## config.mk

```make
export PLATFORM = sky130hd
export DESIGN_NAME = adc_sched
export DESIGN_NICKNAME = d
export VERILOG_FILES = /design/src/adc_pkg.sv /design/src/adc_sched.sv
export SDC_FILE = /design/constraint.sdc
export NUM_CORES = 1
export LEC_CHECK = 0
export CAP_MARGIN = 5
export CORE_MARGIN = 8
export CORE_UTILIZATION = 64
export CTS_CLUSTER_DIAMETER = 60
export DETAILED_ROUTE_END_ITERATION = 8
export DONT_BUFFER_PORTS = 1
export GPL_TIMING_DRIVEN = 0
export PLACE_DENSITY_LB_ADDON = 0.25
export SLEW_MARGIN = 20
export SYNTH_ARGS = -nofsm -noshare
export SYNTH_HDL_FRONTEND = slang
export SYNTH_SLANG_ARGS = --single-unit
```

## constraint.sdc

```tcl
create_clock -name clk -period 22 [get_ports clk]
set_clock_uncertainty 0.15 [all_clocks]
set_input_delay 1.1 -clock clk [delete_from_list [all_inputs] [get_ports clk]]
set_output_delay 1.1 -clock clk [all_outputs]
set_load 0.01 [all_outputs]
```

## src/adc_pkg.sv

```systemverilog
/*
  constants, types and state layout of the converter scheduler and result buffers.
  assumes one 10 MHz clock, an analog core that answers each unaborted start with one done
  pulse, and a plain register port whose read data follow the read strobe by a cycle.
*/
// Functional notes
// - a prioritized start suspends a scan; the scan resumes at the suspended channel.
// - a level 1 start preempts level 2; level 2 resumes after level 1 ends.
// - a level 2 start during level 1 is held and runs after level 1.
// - a scan start during level 1 or 2 is held and runs afterwards.
// - a level 1 or level 2 start while that level is running or held is ignored.
// - scan is level 3, started by software bit or timer rising edge.
// - three readable status bits: held, prioritized active, scan active.
// - status codes 000,001,010,011,110,111 as the held/prio/scan combinations.
// - scan buffer holds 16 entries, empty after reset, entry has result, source, channel.
// - scan full flag set when all 16 entries are occupied.
// - a result into a full scan buffer is dropped and sets overflow.
// - writing the scan clear bit empties the buffer and sets empty.
// - byte reads advance the buffer only on the top byte.
// - half-word reads advance the buffer only on the upper half.
// - every word read of scan data advances the buffer.
// - scan irq flag sets when fill reaches stage count plus one.
// - irq request raised while flag and enable are both one.
// - a separate 4-entry buffer keeps prioritized results.
// - level 1 starts on external trigger falling edge when enabled.
// - level 2 starts on software bit or enabled timer rising edge.
// - a new scan start during a scan aborts and restarts it from the beginning.
// - scan visits selected channels upward from channel 0, skipping unselected.
package adc_pkg;
  // ----------------------------------------------------------------
  // sizes
  // ----------------------------------------------------------------
  localparam int CH_W = 5;
  localparam int CH_N = 32;
  localparam int L1_CH_W = 3;
  localparam int RES_W = 12;
  localparam int SCAN_DEPTH = 16;
  localparam int SCAN_AW = 4;
  localparam int PRIO_DEPTH = 4;
  localparam int PRIO_AW = 2;
  localparam int STG_W = 4;
  localparam int ADDR_W = 8;
  // ----------------------------------------------------------------
  // register offsets and fields
  // ----------------------------------------------------------------
  localparam logic [ADDR_W-1:0] OFS_STATUS = 8'h00;
  localparam logic [ADDR_W-1:0] OFS_SCAN_CTL = 8'h04;
  localparam logic [ADDR_W-1:0] OFS_PRIO_CTL = 8'h08;
  localparam logic [ADDR_W-1:0] OFS_SCAN_SEL = 8'h0c;
  localparam logic [ADDR_W-1:0] OFS_STAGE = 8'h10;
  localparam logic [ADDR_W-1:0] OFS_IRQ = 8'h14;
  localparam logic [ADDR_W-1:0] OFS_SCAN_DATA = 8'h18;
  localparam logic [ADDR_W-1:0] OFS_PRIO_DATA = 8'h1c;
  localparam int ST_SCAN = 0;
  localparam int ST_PRIO = 1;
  localparam int ST_HELD = 2;
  localparam int ST_SCAN_EMPTY_FLAG = 8;
  localparam int ST_SCAN_FULL_FLAG = 9;
  localparam int ST_SCAN_OVERFLOW_FLAG = 10;
  localparam int ST_PEMP = 12;
  localparam int ST_PFUL = 13;
  localparam int ST_POVR = 14;
  localparam int SC_START = 0;
  localparam int SC_TMR_EN = 1;
  localparam int SC_CLR = 2;
  localparam int SC_RPT = 3;
  localparam int PC_START = 0;
  localparam int PC_TMR_EN = 1;
  localparam int PC_EXT_EN = 2;
  localparam int PC_CLR = 3;
  localparam int PC_L1CH_LSB = 8;
  localparam int PC_L2CH_LSB = 16;
  localparam int IR_FLAG = 0;
  localparam int IR_EN = 4;
  localparam int D_RES_LSB = 20;
  localparam int D_SRC_LSB = 8;
  localparam int D_CH_LSB = 0;
  localparam logic [1:0] SRC_SW = 2'h0;
  localparam logic [1:0] SRC_TMR = 2'h1;
  localparam logic [1:0] SRC_EXT = 2'h2;
  localparam logic [1:0] SZ_BYTE = 2'h0;
  localparam logic [1:0] SZ_HALF = 2'h1;
  localparam logic [1:0] SZ_WORD = 2'h2;
  localparam logic [1:0] LANE_TOP = 2'h3;
  // trigger pins: bit 0 external (idle high), 1 scan timer, 2 prio timer
  localparam logic [2:0] SY_RST = 3'h1;
  // ----------------------------------------------------------------
  // types
  // ----------------------------------------------------------------
  typedef enum logic [3:0] {
    LV_IDLE = 4'h1,
    LV_SCAN = 4'h2,
    LV_L2 = 4'h4,
    LV_L1 = 4'h8
  } adc_lvl_e;
  typedef struct packed {
    logic wr;
    logic rd;
    logic [ADDR_W-1:0] addr;
    logic [1:0] size;
    logic [31:0] wdata;
  } adc_bus_s;
  typedef struct packed {
    logic start;
    logic abort;
    logic [CH_W-1:0] ch;
  } adc_conv_req_s;
  typedef struct packed {
    logic done;
    logic [RES_W-1:0] result;
  } adc_conv_rsp_s;
  typedef struct packed {
    logic [2:0] sy1;
    logic [2:0] sy2;
    logic [2:0] prv;
    logic sc_tmr_en;
    logic sc_rpt;
    logic pc_tmr_en;
    logic pc_ext_en;
    logic [L1_CH_W-1:0] l1_ch;
    logic [CH_W-1:0] l2_ch;
    logic [CH_N-1:0] sel;
    logic [STG_W-1:0] stage;
    logic irq_flag;
    logic irq_en;
    adc_lvl_e cur;
    logic l1_req;
    logic l2_req;
    logic [1:0] l2_src;
    logic scan_run;
    logic [1:0] scan_src;
    logic [CH_W-1:0] scan_ch;
    adc_conv_req_s conv;
    logic [31:0] rdata;
  } adc_st_s;
endpackage : adc_pkg

```

## src/adc_sched.sv

```systemverilog
/*
  scheduler of scan, level 2 and level 1 conversions with scan and prioritized
  result buffers and the scan interrupt.
  assumes the analog core sits on clk, takes start and abort pulses, and returns
  exactly one done pulse per unaborted start; trigger pins are asynchronous.
*/
// Chosen here: the address-and-strobe port and the register offsets.
`timescale 1ns/1ps

// ----------------------------------------------------------------
// result buffer
// ----------------------------------------------------------------
module adc_fifo
  import adc_pkg::*;
#(
  parameter int DEPTH = 16,
  parameter int AW = 4
) (
  // clock and reset
  input wire logic clk,
  input wire logic rst,
  // control
  input wire logic clr,
  input wire logic push,
  input wire logic [31:0] din,
  input wire logic pop,
  // state
  output logic [31:0] dout,
  output logic empty,
  output logic full,
  output logic ovf,
  output logic wr_ok,
  output logic [AW:0] fill_nxt
);
  typedef struct packed {
    logic [DEPTH-1:0][31:0] mem;
    logic [AW-1:0] wp;
    logic [AW-1:0] rp;
    logic [AW:0] cnt;
    logic ovf;
  } adc_fifo_st_s;

  localparam logic [AW:0] DEPTH_C = (AW+1)'(DEPTH);
  localparam logic [AW:0] ONE_C = (AW+1)'(1);

  adc_fifo_st_s q_ff;
  adc_fifo_st_s nxt_q;

  always_comb begin
    nxt_q = q_ff;
    wr_ok = 1'b0;
    if (clr) begin
      nxt_q.wp = '0;
      nxt_q.rp = '0;
      nxt_q.cnt = '0;
      nxt_q.ovf = 1'b0;
    end else begin
      if (pop && q_ff.cnt != '0) begin
        nxt_q.rp = q_ff.rp + 1'b1;
        nxt_q.cnt = nxt_q.cnt - ONE_C;
      end
      if (push) begin
        if (nxt_q.cnt == DEPTH_C) begin
          nxt_q.ovf = 1'b1;
        end else begin
          nxt_q.mem[q_ff.wp] = din;
          nxt_q.wp = q_ff.wp + 1'b1;
          nxt_q.cnt = nxt_q.cnt + ONE_C;
          wr_ok = 1'b1;
        end
      end
    end
    fill_nxt = nxt_q.cnt;
  end

  always_ff @(posedge clk or posedge rst) begin
    if (rst) begin
      q_ff <= '0;
    end else begin
      q_ff <= nxt_q;
    end
  end

  assign dout = q_ff.mem[q_ff.rp];
  assign empty = (q_ff.cnt == '0);
  assign full = (q_ff.cnt == DEPTH_C);
  assign ovf = q_ff.ovf;
endmodule : adc_fifo

// ----------------------------------------------------------------
// scheduler top
// ----------------------------------------------------------------
module adc_sched
  import adc_pkg::*;
(
  // clock and reset
  input wire logic clk,
  input wire logic rst,
  // register port
  input wire adc_bus_s bus_i,
  output logic [31:0] rdata_o,
  // trigger pins
  input wire logic ext_trig_n_i,
  input wire logic scan_tmr_i,
  input wire logic prio_tmr_i,
  // analog core
  output adc_conv_req_s conv_o,
  input wire adc_conv_rsp_s conv_i,
  // interrupt request
  output logic scan_irq_o
);
  adc_st_s q_ff;
  adc_st_s nxt_q;

  logic [31:0] s_dout;
  logic s_empty;
  logic s_full;
  logic s_ovf;
  logic s_wr_ok;
  logic [SCAN_AW:0] s_fill;
  logic [31:0] p_dout;
  logic p_empty;
  logic p_full;
  logic p_ovf;
  logic s_push;
  logic p_push;
  logic s_pop;
  logic p_pop;
  logic s_clr;
  logic p_clr;
  logic [31:0] entry;

  // lowest selected channel at or above a start index
  function automatic logic [CH_W:0] first_sel(input logic [CH_N-1:0] sel,
                                              input logic [CH_W:0] from);
    logic [CH_W:0] r;
    r = '0;
    for (int i = CH_N - 1; i >= 0; i--) begin
      if (sel[i] && (CH_W+1)'(i) >= from) begin
        r = {1'b1, CH_W'(i)};
      end
    end
    return r;
  endfunction : first_sel

  // a read that shifts: top byte, upper half or whole word
  function automatic logic shifts(input logic [1:0] size, input logic [1:0] lane);
    return (size == SZ_WORD)
        || (size == SZ_HALF && lane[1])
        || (size == SZ_BYTE && lane == LANE_TOP);
  endfunction : shifts

  // ----------------------------------------------------------------
  // next state
  // ----------------------------------------------------------------
  always_comb begin
    logic ext_fall;
    logic scan_rise;
    logic prio_rise;
    logic wr_sc;
    logic wr_pc;
    logic wr_ir;
    logic scan_evt;
    logic l1_evt;
    logic l2_evt;
    logic done;
    logic restart;
    logic [CH_W:0] fs;
    adc_lvl_e want;
    logic [CH_W-1:0] want_ch;
    nxt_q = q_ff;
    ext_fall = 1'b0;
    scan_rise = 1'b0;
    prio_rise = 1'b0;
    wr_sc = 1'b0;
    wr_pc = 1'b0;
    wr_ir = 1'b0;
    scan_evt = 1'b0;
    l1_evt = 1'b0;
    l2_evt = 1'b0;
    done = 1'b0;
    restart = 1'b0;
    fs = '0;
    want = LV_IDLE;
    want_ch = '0;
    s_push = 1'b0;
    p_push = 1'b0;
    entry = '0;
    nxt_q.conv.start = 1'b0;
    nxt_q.conv.abort = 1'b0;
    nxt_q.rdata = '0;

    // pin synchronisers and edges
    nxt_q.sy1 = {prio_tmr_i, scan_tmr_i, ext_trig_n_i};
    nxt_q.sy2 = q_ff.sy1;
    nxt_q.prv = q_ff.sy2;
    ext_fall = q_ff.prv[0] & ~q_ff.sy2[0];
    scan_rise = q_ff.sy2[1] & ~q_ff.prv[1];
    prio_rise = q_ff.sy2[2] & ~q_ff.prv[2];

    // register writes
    wr_sc = bus_i.wr && bus_i.addr == OFS_SCAN_CTL;
    wr_pc = bus_i.wr && bus_i.addr == OFS_PRIO_CTL;
    wr_ir = bus_i.wr && bus_i.addr == OFS_IRQ;
    if (wr_sc) begin
      nxt_q.sc_tmr_en = bus_i.wdata[SC_TMR_EN];
      nxt_q.sc_rpt = bus_i.wdata[SC_RPT];
    end
    if (wr_pc) begin
      nxt_q.pc_tmr_en = bus_i.wdata[PC_TMR_EN];
      nxt_q.pc_ext_en = bus_i.wdata[PC_EXT_EN];
      nxt_q.l1_ch = bus_i.wdata[PC_L1CH_LSB +: L1_CH_W];
      nxt_q.l2_ch = bus_i.wdata[PC_L2CH_LSB +: CH_W];
    end
    if (bus_i.wr && bus_i.addr == OFS_SCAN_SEL) begin
      nxt_q.sel = bus_i.wdata;
    end
    if (bus_i.wr && bus_i.addr == OFS_STAGE) begin
      nxt_q.stage = bus_i.wdata[STG_W-1:0];
    end
    if (wr_ir) begin
      nxt_q.irq_en = bus_i.wdata[IR_EN];
    end
    scan_evt = (wr_sc && bus_i.wdata[SC_START]) || (q_ff.sc_tmr_en && scan_rise);
    l1_evt = q_ff.pc_ext_en && ext_fall;
    l2_evt = (wr_pc && bus_i.wdata[PC_START]) || (q_ff.pc_tmr_en && prio_rise);

    // completion of the running conversion
    done = conv_i.done && q_ff.cur != LV_IDLE;
    entry[D_RES_LSB +: RES_W] = conv_i.result;
    entry[D_CH_LSB +: CH_W] = q_ff.conv.ch;
    if (done) begin
      nxt_q.cur = LV_IDLE;
      case (q_ff.cur)
        LV_L1: begin
          nxt_q.l1_req = 1'b0;
          entry[D_SRC_LSB +: 2] = SRC_EXT;
          p_push = 1'b1;
        end
        LV_L2: begin
          nxt_q.l2_req = 1'b0;
          entry[D_SRC_LSB +: 2] = q_ff.l2_src;
          p_push = 1'b1;
        end
        LV_SCAN: begin
          entry[D_SRC_LSB +: 2] = q_ff.scan_src;
          s_push = 1'b1;
          fs = first_sel(q_ff.sel, {1'b0, q_ff.scan_ch} + 1'b1);
          if (!fs[CH_W] && q_ff.sc_rpt) begin
            fs = first_sel(q_ff.sel, '0);
          end
          if (fs[CH_W]) begin
            nxt_q.scan_ch = fs[CH_W-1:0];
          end else begin
            nxt_q.scan_run = 1'b0;
          end
        end
        default: begin
          nxt_q.cur = LV_IDLE;
        end
      endcase
    end

    // activations; level 1 or level 2 already running or held ignores its own, a scan restarts
    if (l1_evt && !q_ff.l1_req) begin
      nxt_q.l1_req = 1'b1;
    end
    if (l2_evt && !q_ff.l2_req) begin
      nxt_q.l2_req = 1'b1;
      nxt_q.l2_src = (wr_pc && bus_i.wdata[PC_START]) ? SRC_SW : SRC_TMR;
    end
    if (scan_evt) begin
      fs = first_sel(q_ff.sel, '0);
      if (fs[CH_W]) begin
        nxt_q.scan_run = 1'b1;
        nxt_q.scan_ch = fs[CH_W-1:0];
        nxt_q.scan_src = (wr_sc && bus_i.wdata[SC_START]) ? SRC_SW : SRC_TMR;
        restart = (q_ff.cur == LV_SCAN) && !done;
      end
    end

    // pick the highest pending level
    if (nxt_q.l1_req) begin
      want = LV_L1;
      want_ch = CH_W'(nxt_q.l1_ch);
    end else if (nxt_q.l2_req) begin
      want = LV_L2;
      want_ch = nxt_q.l2_ch;
    end else if (nxt_q.scan_run) begin
      want = LV_SCAN;
      want_ch = nxt_q.scan_ch;
    end
    if (!done && (want != q_ff.cur || restart)) begin
      nxt_q.conv.abort = (q_ff.cur != LV_IDLE);
      nxt_q.cur = want;
      if (want != LV_IDLE) begin
        nxt_q.conv.start = 1'b1;
        nxt_q.conv.ch = want_ch;
      end
    end

    // scan interrupt flag; a set beats a clear in the same cycle
    if (wr_ir && bus_i.wdata[IR_FLAG]) begin
      nxt_q.irq_flag = 1'b0;
    end
    if (s_wr_ok && s_fill == {1'b0, q_ff.stage} + 1'b1) begin
      nxt_q.irq_flag = 1'b1;
    end

    // read data, valid only in the cycle after the strobe
    // any lane of a word returns the whole word
    if (bus_i.rd) begin
      case ({bus_i.addr[ADDR_W-1:2], 2'b00})
        OFS_STATUS: begin
          nxt_q.rdata[ST_HELD] = q_ff.l1_req & q_ff.l2_req;
          nxt_q.rdata[ST_PRIO] = q_ff.l1_req | q_ff.l2_req;
          nxt_q.rdata[ST_SCAN] = q_ff.scan_run | (q_ff.cur == LV_SCAN);
          nxt_q.rdata[ST_SCAN_EMPTY_FLAG] = s_empty;
          nxt_q.rdata[ST_SCAN_FULL_FLAG] = s_full;
          nxt_q.rdata[ST_SCAN_OVERFLOW_FLAG] = s_ovf;
          nxt_q.rdata[ST_PEMP] = p_empty;
          nxt_q.rdata[ST_PFUL] = p_full;
          nxt_q.rdata[ST_POVR] = p_ovf;
        end
        OFS_SCAN_CTL: begin
          nxt_q.rdata[SC_TMR_EN] = q_ff.sc_tmr_en;
          nxt_q.rdata[SC_RPT] = q_ff.sc_rpt;
        end
        OFS_PRIO_CTL: begin
          nxt_q.rdata[PC_TMR_EN] = q_ff.pc_tmr_en;
          nxt_q.rdata[PC_EXT_EN] = q_ff.pc_ext_en;
          nxt_q.rdata[PC_L1CH_LSB +: L1_CH_W] = q_ff.l1_ch;
          nxt_q.rdata[PC_L2CH_LSB +: CH_W] = q_ff.l2_ch;
        end
        OFS_SCAN_SEL: begin
          nxt_q.rdata = q_ff.sel;
        end
        OFS_STAGE: begin
          nxt_q.rdata[STG_W-1:0] = q_ff.stage;
        end
        OFS_IRQ: begin
          nxt_q.rdata[IR_FLAG] = q_ff.irq_flag;
          nxt_q.rdata[IR_EN] = q_ff.irq_en;
        end
        OFS_SCAN_DATA: begin
          nxt_q.rdata = s_empty ? '0 : s_dout;
        end
        OFS_PRIO_DATA: begin
          nxt_q.rdata = p_empty ? '0 : p_dout;
        end
        default: begin
          nxt_q.rdata = '0;
        end
      endcase
    end
  end

  // ----------------------------------------------------------------
  // buffer controls
  // ----------------------------------------------------------------
  assign s_clr = bus_i.wr && bus_i.addr == OFS_SCAN_CTL && bus_i.wdata[SC_CLR];
  assign p_clr = bus_i.wr && bus_i.addr == OFS_PRIO_CTL && bus_i.wdata[PC_CLR];
  assign s_pop = bus_i.rd && bus_i.addr[ADDR_W-1:2] == OFS_SCAN_DATA[ADDR_W-1:2]
                 && shifts(bus_i.size, bus_i.addr[1:0]);
  assign p_pop = bus_i.rd && bus_i.addr[ADDR_W-1:2] == OFS_PRIO_DATA[ADDR_W-1:2]
                 && shifts(bus_i.size, bus_i.addr[1:0]);

  adc_fifo #(.DEPTH(SCAN_DEPTH), .AW(SCAN_AW)) u_scan_fifo (
    .clk(clk),
    .rst(rst),
    .clr(s_clr),
    .push(s_push),
    .din(entry),
    .pop(s_pop),
    .dout(s_dout),
    .empty(s_empty),
    .full(s_full),
    .ovf(s_ovf),
    .wr_ok(s_wr_ok),
    .fill_nxt(s_fill)
  );

  adc_fifo #(.DEPTH(PRIO_DEPTH), .AW(PRIO_AW)) u_prio_fifo (
    .clk(clk),
    .rst(rst),
    .clr(p_clr),
    .push(p_push),
    .din(entry),
    .pop(p_pop),
    .dout(p_dout),
    .empty(p_empty),
    .full(p_full),
    .ovf(p_ovf),
    .wr_ok(),
    .fill_nxt()
  );

  // ----------------------------------------------------------------
  // state register and outputs
  // ----------------------------------------------------------------
  always_ff @(posedge clk or posedge rst) begin
    if (rst) begin
      q_ff <= '0;
      q_ff.sy1 <= SY_RST;
      q_ff.sy2 <= SY_RST;
      q_ff.prv <= SY_RST;
      q_ff.cur <= LV_IDLE;
    end else begin
      q_ff <= nxt_q;
    end
  end

  assign rdata_o = q_ff.rdata;
  assign conv_o = q_ff.conv;
  assign scan_irq_o = q_ff.irq_flag & q_ff.irq_en;
endmodule : adc_sched

```

# [Word level (Yosys, flattened, before mapping)]
# Index checks and enable logic that the tools add are counted.
[word_totals] inputBits=62 wordCells=386 out_inout_bits=40 reg_bits=776
[op_classes] order_cmp=38 reduce_logical=94 bitwise=14 muxes=150 eq_ne=28 addsub=10
[op_table] operator="bitwise mux 512 bit" n=1
[op_table] operator="2-to-1 mux 6 bit" n=72
[op_table] operator="2-to-1 mux 32 bit" n=7
[op_table] operator="binary-select mux 32 bit (select 4 bit)" n=1
[op_table] operator="bitwise mux 128 bit" n=1
[op_table] operator="demux 32 bit (select 4 bit)" n=1
[op_table] operator="greater-or-equal comparator 5 x 6 -> 1 bit, first input constant" n=16
[op_table] operator="binary-select mux 32 bit (select 2 bit)" n=1
[op_table] operator="demux 32 bit (select 2 bit)" n=1
[op_table] operator="logical AND 1 bit" n=62
[op_table] operator="2-to-1 mux 5 bit" n=10
[op_table] operator="greater-or-equal comparator 4 x 6 -> 1 bit, first input constant" n=8
[op_table] operator="case mux 11 bit (3 select lines)" n=1
[op_table] operator="2-to-1 mux 8 bit" n=4
[op_table] operator="== test 6 x 3 -> 1 bit, second input constant" n=4
[op_table] operator="greater-or-equal comparator 3 x 6 -> 1 bit, first input constant" n=4
[op_table] operator="2-to-1 mux 1 bit" n=22
[op_table] operator="2-to-1 mux 4 bit" n=5
[op_table] operator="case mux 5 bit (4 select lines)" n=1
[op_table] operator="2-to-1 mux 9 bit" n=2
[op_table] operator="== test 8 x 4 -> 1 bit, second input constant" n=2
[op_table] operator="== test 8 x 5 -> 1 bit, second input constant" n=2
[op_table] operator="nonzero test 2 bit" n=8
[op_table] operator="case mux 3 bit (5 select lines)" n=1
[op_table] operator="54 further kinds" n=97

# [Depth between registers and ports, before layout]
[depth] word_depth=54 ltp_mapped=19 ltp_nobuf=16

# [Modules after synthesis]
# A second synthesis with hierarchy kept.
[hier_totals] hier_cells=2578 area_unflattened_um2=39594.2
[by_module_without_submodules] mod="adc_fifo at u_scan_fifo" area_per_inst_um2=26382.8 cells_per_inst=1459 seq_area_each_um2=13162.6 instances=1
[by_module_without_submodules] mod="adc_sched" area_per_inst_um2=7014.2 cells_per_inst=744 seq_area_each_um2=2807.7 instances=1
[by_module_without_submodules] mod="adc_fifo at u_prio_fifo" area_per_inst_um2=6197.2 cells_per_inst=375 seq_area_each_um2=3403.3 instances=1

# [Worst setup path before layout]
# OpenSTA, ideal clock, no wires.
[synth_timing] path_kind="input port to flip-flop" from="input bus_i[37] (netlist bit)" to="register u_scan_fifo.q_ff[419] (netlist bit)" setup_time_ns=0.125 slack_ns=17.641 path_stages=17 t_required_ns=21.725 arrival_ns=4.084 path_buffers=6 cell_sequence="clkbuf_1 nor2b_1 and3_1 buf_6 and3_1 clkbuf_1 xnor2_2 ha_1 nand4_1 o21ai_2 a31oi_4 and2_1 buf_6 buf_12 nand4_4 buf_6 mux2_4"
[synth_between] elab_chain_cells=9 elab_cells_between_ends=13 cone_classes="eq/ne (3); mux (2); bitwise (2); reduce/logical (6)"
[synth_lines] element="from (decl)" line_no="adc_sched.sv:100" rtl="input wire adc_bus_s bus_i,"
[synth_lines] element="== test 6 x 3 -> 1 bit" line_no="adc_sched.sv:363" rtl="assign s_pop = bus_i.rd && bus_i.addr[ADDR_W-1:2] == OFS_SCAN_DATA[ADDR_W-1:2]"
[synth_lines] element="logical AND 1 bit" line_no="adc_sched.sv:363"
[synth_lines] element="logical AND 1 bit" line_no="adc_sched.sv:364" rtl="&& shifts(bus_i.size, bus_i.addr[1:0]);"
[synth_lines] element="logical AND 1 bit" line_no="adc_sched.sv:58" rtl="if (pop && q_ff.cnt != '0) begin"
[synth_lines] element="2-to-1 mux 9 bit" line_no="adc_sched.sv:58"
[synth_lines] element="2-to-1 mux 9 bit" line_no="adc_sched.sv:52" rtl="if (clr) begin"
[synth_lines] element="== test 5 bit" line_no="adc_sched.sv:63" rtl="if (nxt_q.cnt == DEPTH_C) begin"
[synth_lines] element="NOT 1 bit (no source line)"
[synth_lines] element="AND reduction 3 bit (no source line) (*)"
[synth_lines] element="to (signal assigned)" line_no="adc_sched.sv:80" rtl="q_ff <= nxt_q;"
[synth_lines] element="to (decl)" line_no="adc_sched.sv:46" rtl="adc_fifo_st_s q_ff;"
# Mark *: on every way between the ends. The rest lies on a longest branch, timed or not. The select of a mux whose other input is x is not followed.
# A chain may end at the register's enable or synchronous reset.

# [Final worst setup path]
[layout_timing] from="register u_scan_fifo.q_ff[1] (netlist bit)" to="register u_scan_fifo.q_ff[98] (netlist bit)"
[layout_between] elab_chain_cells=7 elab_cells_between_ends=8 cone_classes="add/sub (1); eq/ne (1); mux (2); bitwise (1); reduce/logical (3)"
[layout_lines] element="branches (longest 2 deep; another with subtractor 5 x 1 -> 5 bit)"
[layout_lines] element="2-to-1 mux 9 bit (*)" line_no="adc_sched.sv:58"
[layout_lines] element="2-to-1 mux 9 bit (*)" line_no="adc_sched.sv:52"
[layout_lines] element="== test 5 bit (*)" line_no="adc_sched.sv:63"
[layout_lines] element="NOT 1 bit (no source line) (*)"
[layout_lines] element="AND reduction 3 bit (no source line) (*)"
# Every way passes the cells marked *. The select of a mux whose other input is x is not followed.

==> flow_metrics.py <==
metrics = {
    "clock_tree": {
        "clock-sinks": 514,
        "post_cts_resize_count": 0,
        "clockBufferDepth": 3,
        "ctsHoldBuffers": 0,
        "cts_root_buffer": "clkbuf_16",
        "htree_levels": 2,
        "clock_latency_ns": 0.63,
        "cts_tree": "yes",
        "clkTransAtPathRegs_ns": 0.07,
        "postCtsSetupRepairBufs": 0,
        "numCtsBuffers": 53,
    },
    "critical_path": {
        "worstSetupStartpointType": "register",
        "crit_arrival_ns": 5.30,
        "required_ns": 22.33,
        "crit_family": "simple AND/OR/NAND/NOR gates",
        "critPathBufInv": 6,
        "worstPathCellList": "inv_1 > ha_1 > or4b_1 > and3_1 > buf_6 > and3_1 > clkbuf_1 > xnor2_2 > ha_1 > nand4_1 > o21ai_2 > a31oi_4 > and2_1 > buf_6 > buf_12 > nand3_4 > buf_2 > mux2_1",
        "path_class": "reg -> reg",
        "max_stage_delay_ns": 0.47,
        "cp-end-kind": "register",
        "cp_slowest_cell": "dfrtp_1",
        "crit_fanout": 10,
        "r2r_slack_ns": 17.04,
    },
    "power": {
        "ir_drop_mv": 0.06921,
        "powerDensity_mw_per_mm2": 91.61,
        "p_leak_nw": 13.44,
        "p_total_mw": 2.623,
    },
    "timing": {
        "hold_viol": 0,
        "post-route-min-period_ns": 4.965,
        "setup_ws_ns": 17.04,
        "setup_viol": 0,
        "tns_ns": 0,
        "relSlewSlack_pct": 25.70,
        "rsz0062_at_grt": "false",
        "worst_pin_slew_ns": 1.110,
        "fin_crit_sh_pct": 22.57,
        "fmax_mhz": 201.4,
        "final-max-slew-violation-count": 0,
    },
    "route": {
        "finalWirelength_um": 68850,
        "routed_via_density": 6.496,
        "drtPass1Iterations": 6,
        "wire_per_inst_um": 26.09,
        "drc_errors": 0,
        "vias": 17140,
        "antenna_left": 0,
        "drtIter0Drc": 1608,
    },
    "placement": {
        "dp_worst_setup_slack_ns": 16.62,
        "dp_hpwl_um": 50570,
        "dpl_cell_area_sq_mm": 0.02668,
        "port_buffers": 0,
        "gp_congestion": 0.9462,
        "dp_cells": 2541,
    },
    "logic_synthesis": {
        "yosysTopAreaCell": "dfrtp_1",
        "yosysSeqAreaShare_pct": 49.72,
        "synth_edf_count": 0,
        "ys_types": 104,
        "netlist_area_sq_mm": 0.02588,
        "syn_inst": 2011,
        "syn_avg_cell_area_sq_um": 12.87,
        "ys_async_sr_fraction_pct": 100.0,
        "ys_seq_elements": 514,
        "synth.top_cell.area_share_pct": 49.32,
        "synth_ff_type": "dfrtp_1",
        "syn_nets": 2093,
        "yosys-top-cells-area": "dfrtp_1, mux2_2, mux4_2, mux2_1, nand2_1",
        "yosysWarnings": 0,
    },
    "final_layout": {
        "nFillCells": 2649,
        "final_nets": 2153,
        "antenna_cells": 0,
        "regArea_sq_mm": 0.01287,
        "area_growth_pct": 10.66,
        "drive_above_1_share_pct": 29.99,
        "layout_commonest_cell": "dfrtp_1",
        "stdcell_area_sq_mm": 0.02864,
        "final_cell_mix": "dfrtp_1, mux2_2, nand2_1, mux4_2, o21ai_0",
        "layout.cells.non_filler": 2639,
        "multi_input_area_sq_mm": 0.01175,
    },
    "floorplanning": {
        "fp.dieW_um": 217.1,
        "rows": 73,
        "core-area_sq_mm": 0.03982,
        "ios": 102,
        "die_area_sq_mm": 0.04712,
        "die_h_um": 217.1,
        "start_util_pct": 64.98,
    },
    "grt": {
        "grt-ovfl-total": 0,
        "grt_pass1_vias": 17810,
        "grt_pass1_wl_um": 107100,
        "antenna_found_initial": 1,
        "grt_use_total_pct": 29.19,
        "grt_max_degree": 113,
    },
    "status": {
        "status": "complete, no violations",
    },
    "min_path": {
        "hold_class": "in -> async",
    },
    "flow_run": {
        "drv_cap": 0,
    },
}
## per-layer routing
layer | GRT usage, % | vias up | share of wire [%]
met3 | 6.019 | 143 | 7.1
met4 | 11.29 | 0 | 3.6
met1 | 38.90 | 8870 | 41
met5 | 0 | - | 0
li1 | - | 7480 | -
met2 | 47.01 | 651 | 48
## power by group
group          switching (mW)  internal (mW)
combinational           0.327          0.217
clock                   0.398          0.592
sequential             0.0657           1.02
## stage by stage
stage          hold slack, ns  utilization (%)
6_report               0.1938            71.91
3_5_place_dp           0.1927            66.99
2_1_floorplan          0.1812                -
5_1_grt                0.2157            71.91
4_1_cts                0.1771            71.90
3_3_place_gp           0.1821            66.63
## path summary, 6_finish.rpt
kind	start	cells after the start	end
min in group clk	nxt_q[108]	0	nxt_q[105]
worst min-delay path	rst	1	u_prio_fifo.q_ff[131]
max in group asynchronous	rst	5	u_scan_fifo.q_ff[208]
worst min register to register	nxt_q[108]	0	nxt_q[105]
worst max register to register	u_scan_fifo.q_ff[1]	18	u_scan_fifo.q_ff[98]
worst max-delay path	u_scan_fifo.q_ff[1]	18	u_scan_fifo.q_ff[98]
## cell families (layout without fill, tap and decap cells)
family | count (synthesis) | count (layout) | share of synthesized area, %
compound gates | 303 | 303 | 7.944
xor+xnor | 21 | 21 | 0.7398
fa+ha+maj | 21 | 21 | 1.006
buf+inv | 238 | 341 | 4.874
flops | 514 | 514 | 49.72
mux | 490 | 490 | 26.69
simple gates | 424 | 424 | 9.022
## final cells by class
type                            count  share of cell area, %
Timing Repair Buffer                5                 0.4806
Clock inverter                     29                  1.599
Tap cell                          525                  2.294
Buffer                            196                  3.862
Sequential cell                   514                  44.93
Inverter                           42                 0.5767
Multi-Input combinational cell   1259                  41.03
Clock buffer                       69                  5.226
## cells in the mapped netlist, types with 19 or more instances
library cell and n:
a22oi_1 26, nand2_1 141, mux2_1 92, inv_1 41, clkbuf_1 87, o21ai_0 96
mux2_4 30, nand4_1 19, nor3_1 20, nor2_1 77, buf_2 32, mux4_2 114
a21oi_1 41, and2_1 31, buf_4 47, nand3_1 23, dfrtp_1 510, ha_1 20
mux2_2 248
## flip-flops by register name, indices dropped and copies added, names as in the netlist
register	count
u_scan_fifo.q_ff	317
rdata_o	32
u_prio_fifo.q_ff	83
nxt_q	6
conv_o	7
u_prio_fifo.ovf	1
q_ff	67
u_scan_fifo.ovf	1
Power figures use the tool's default switching activity.
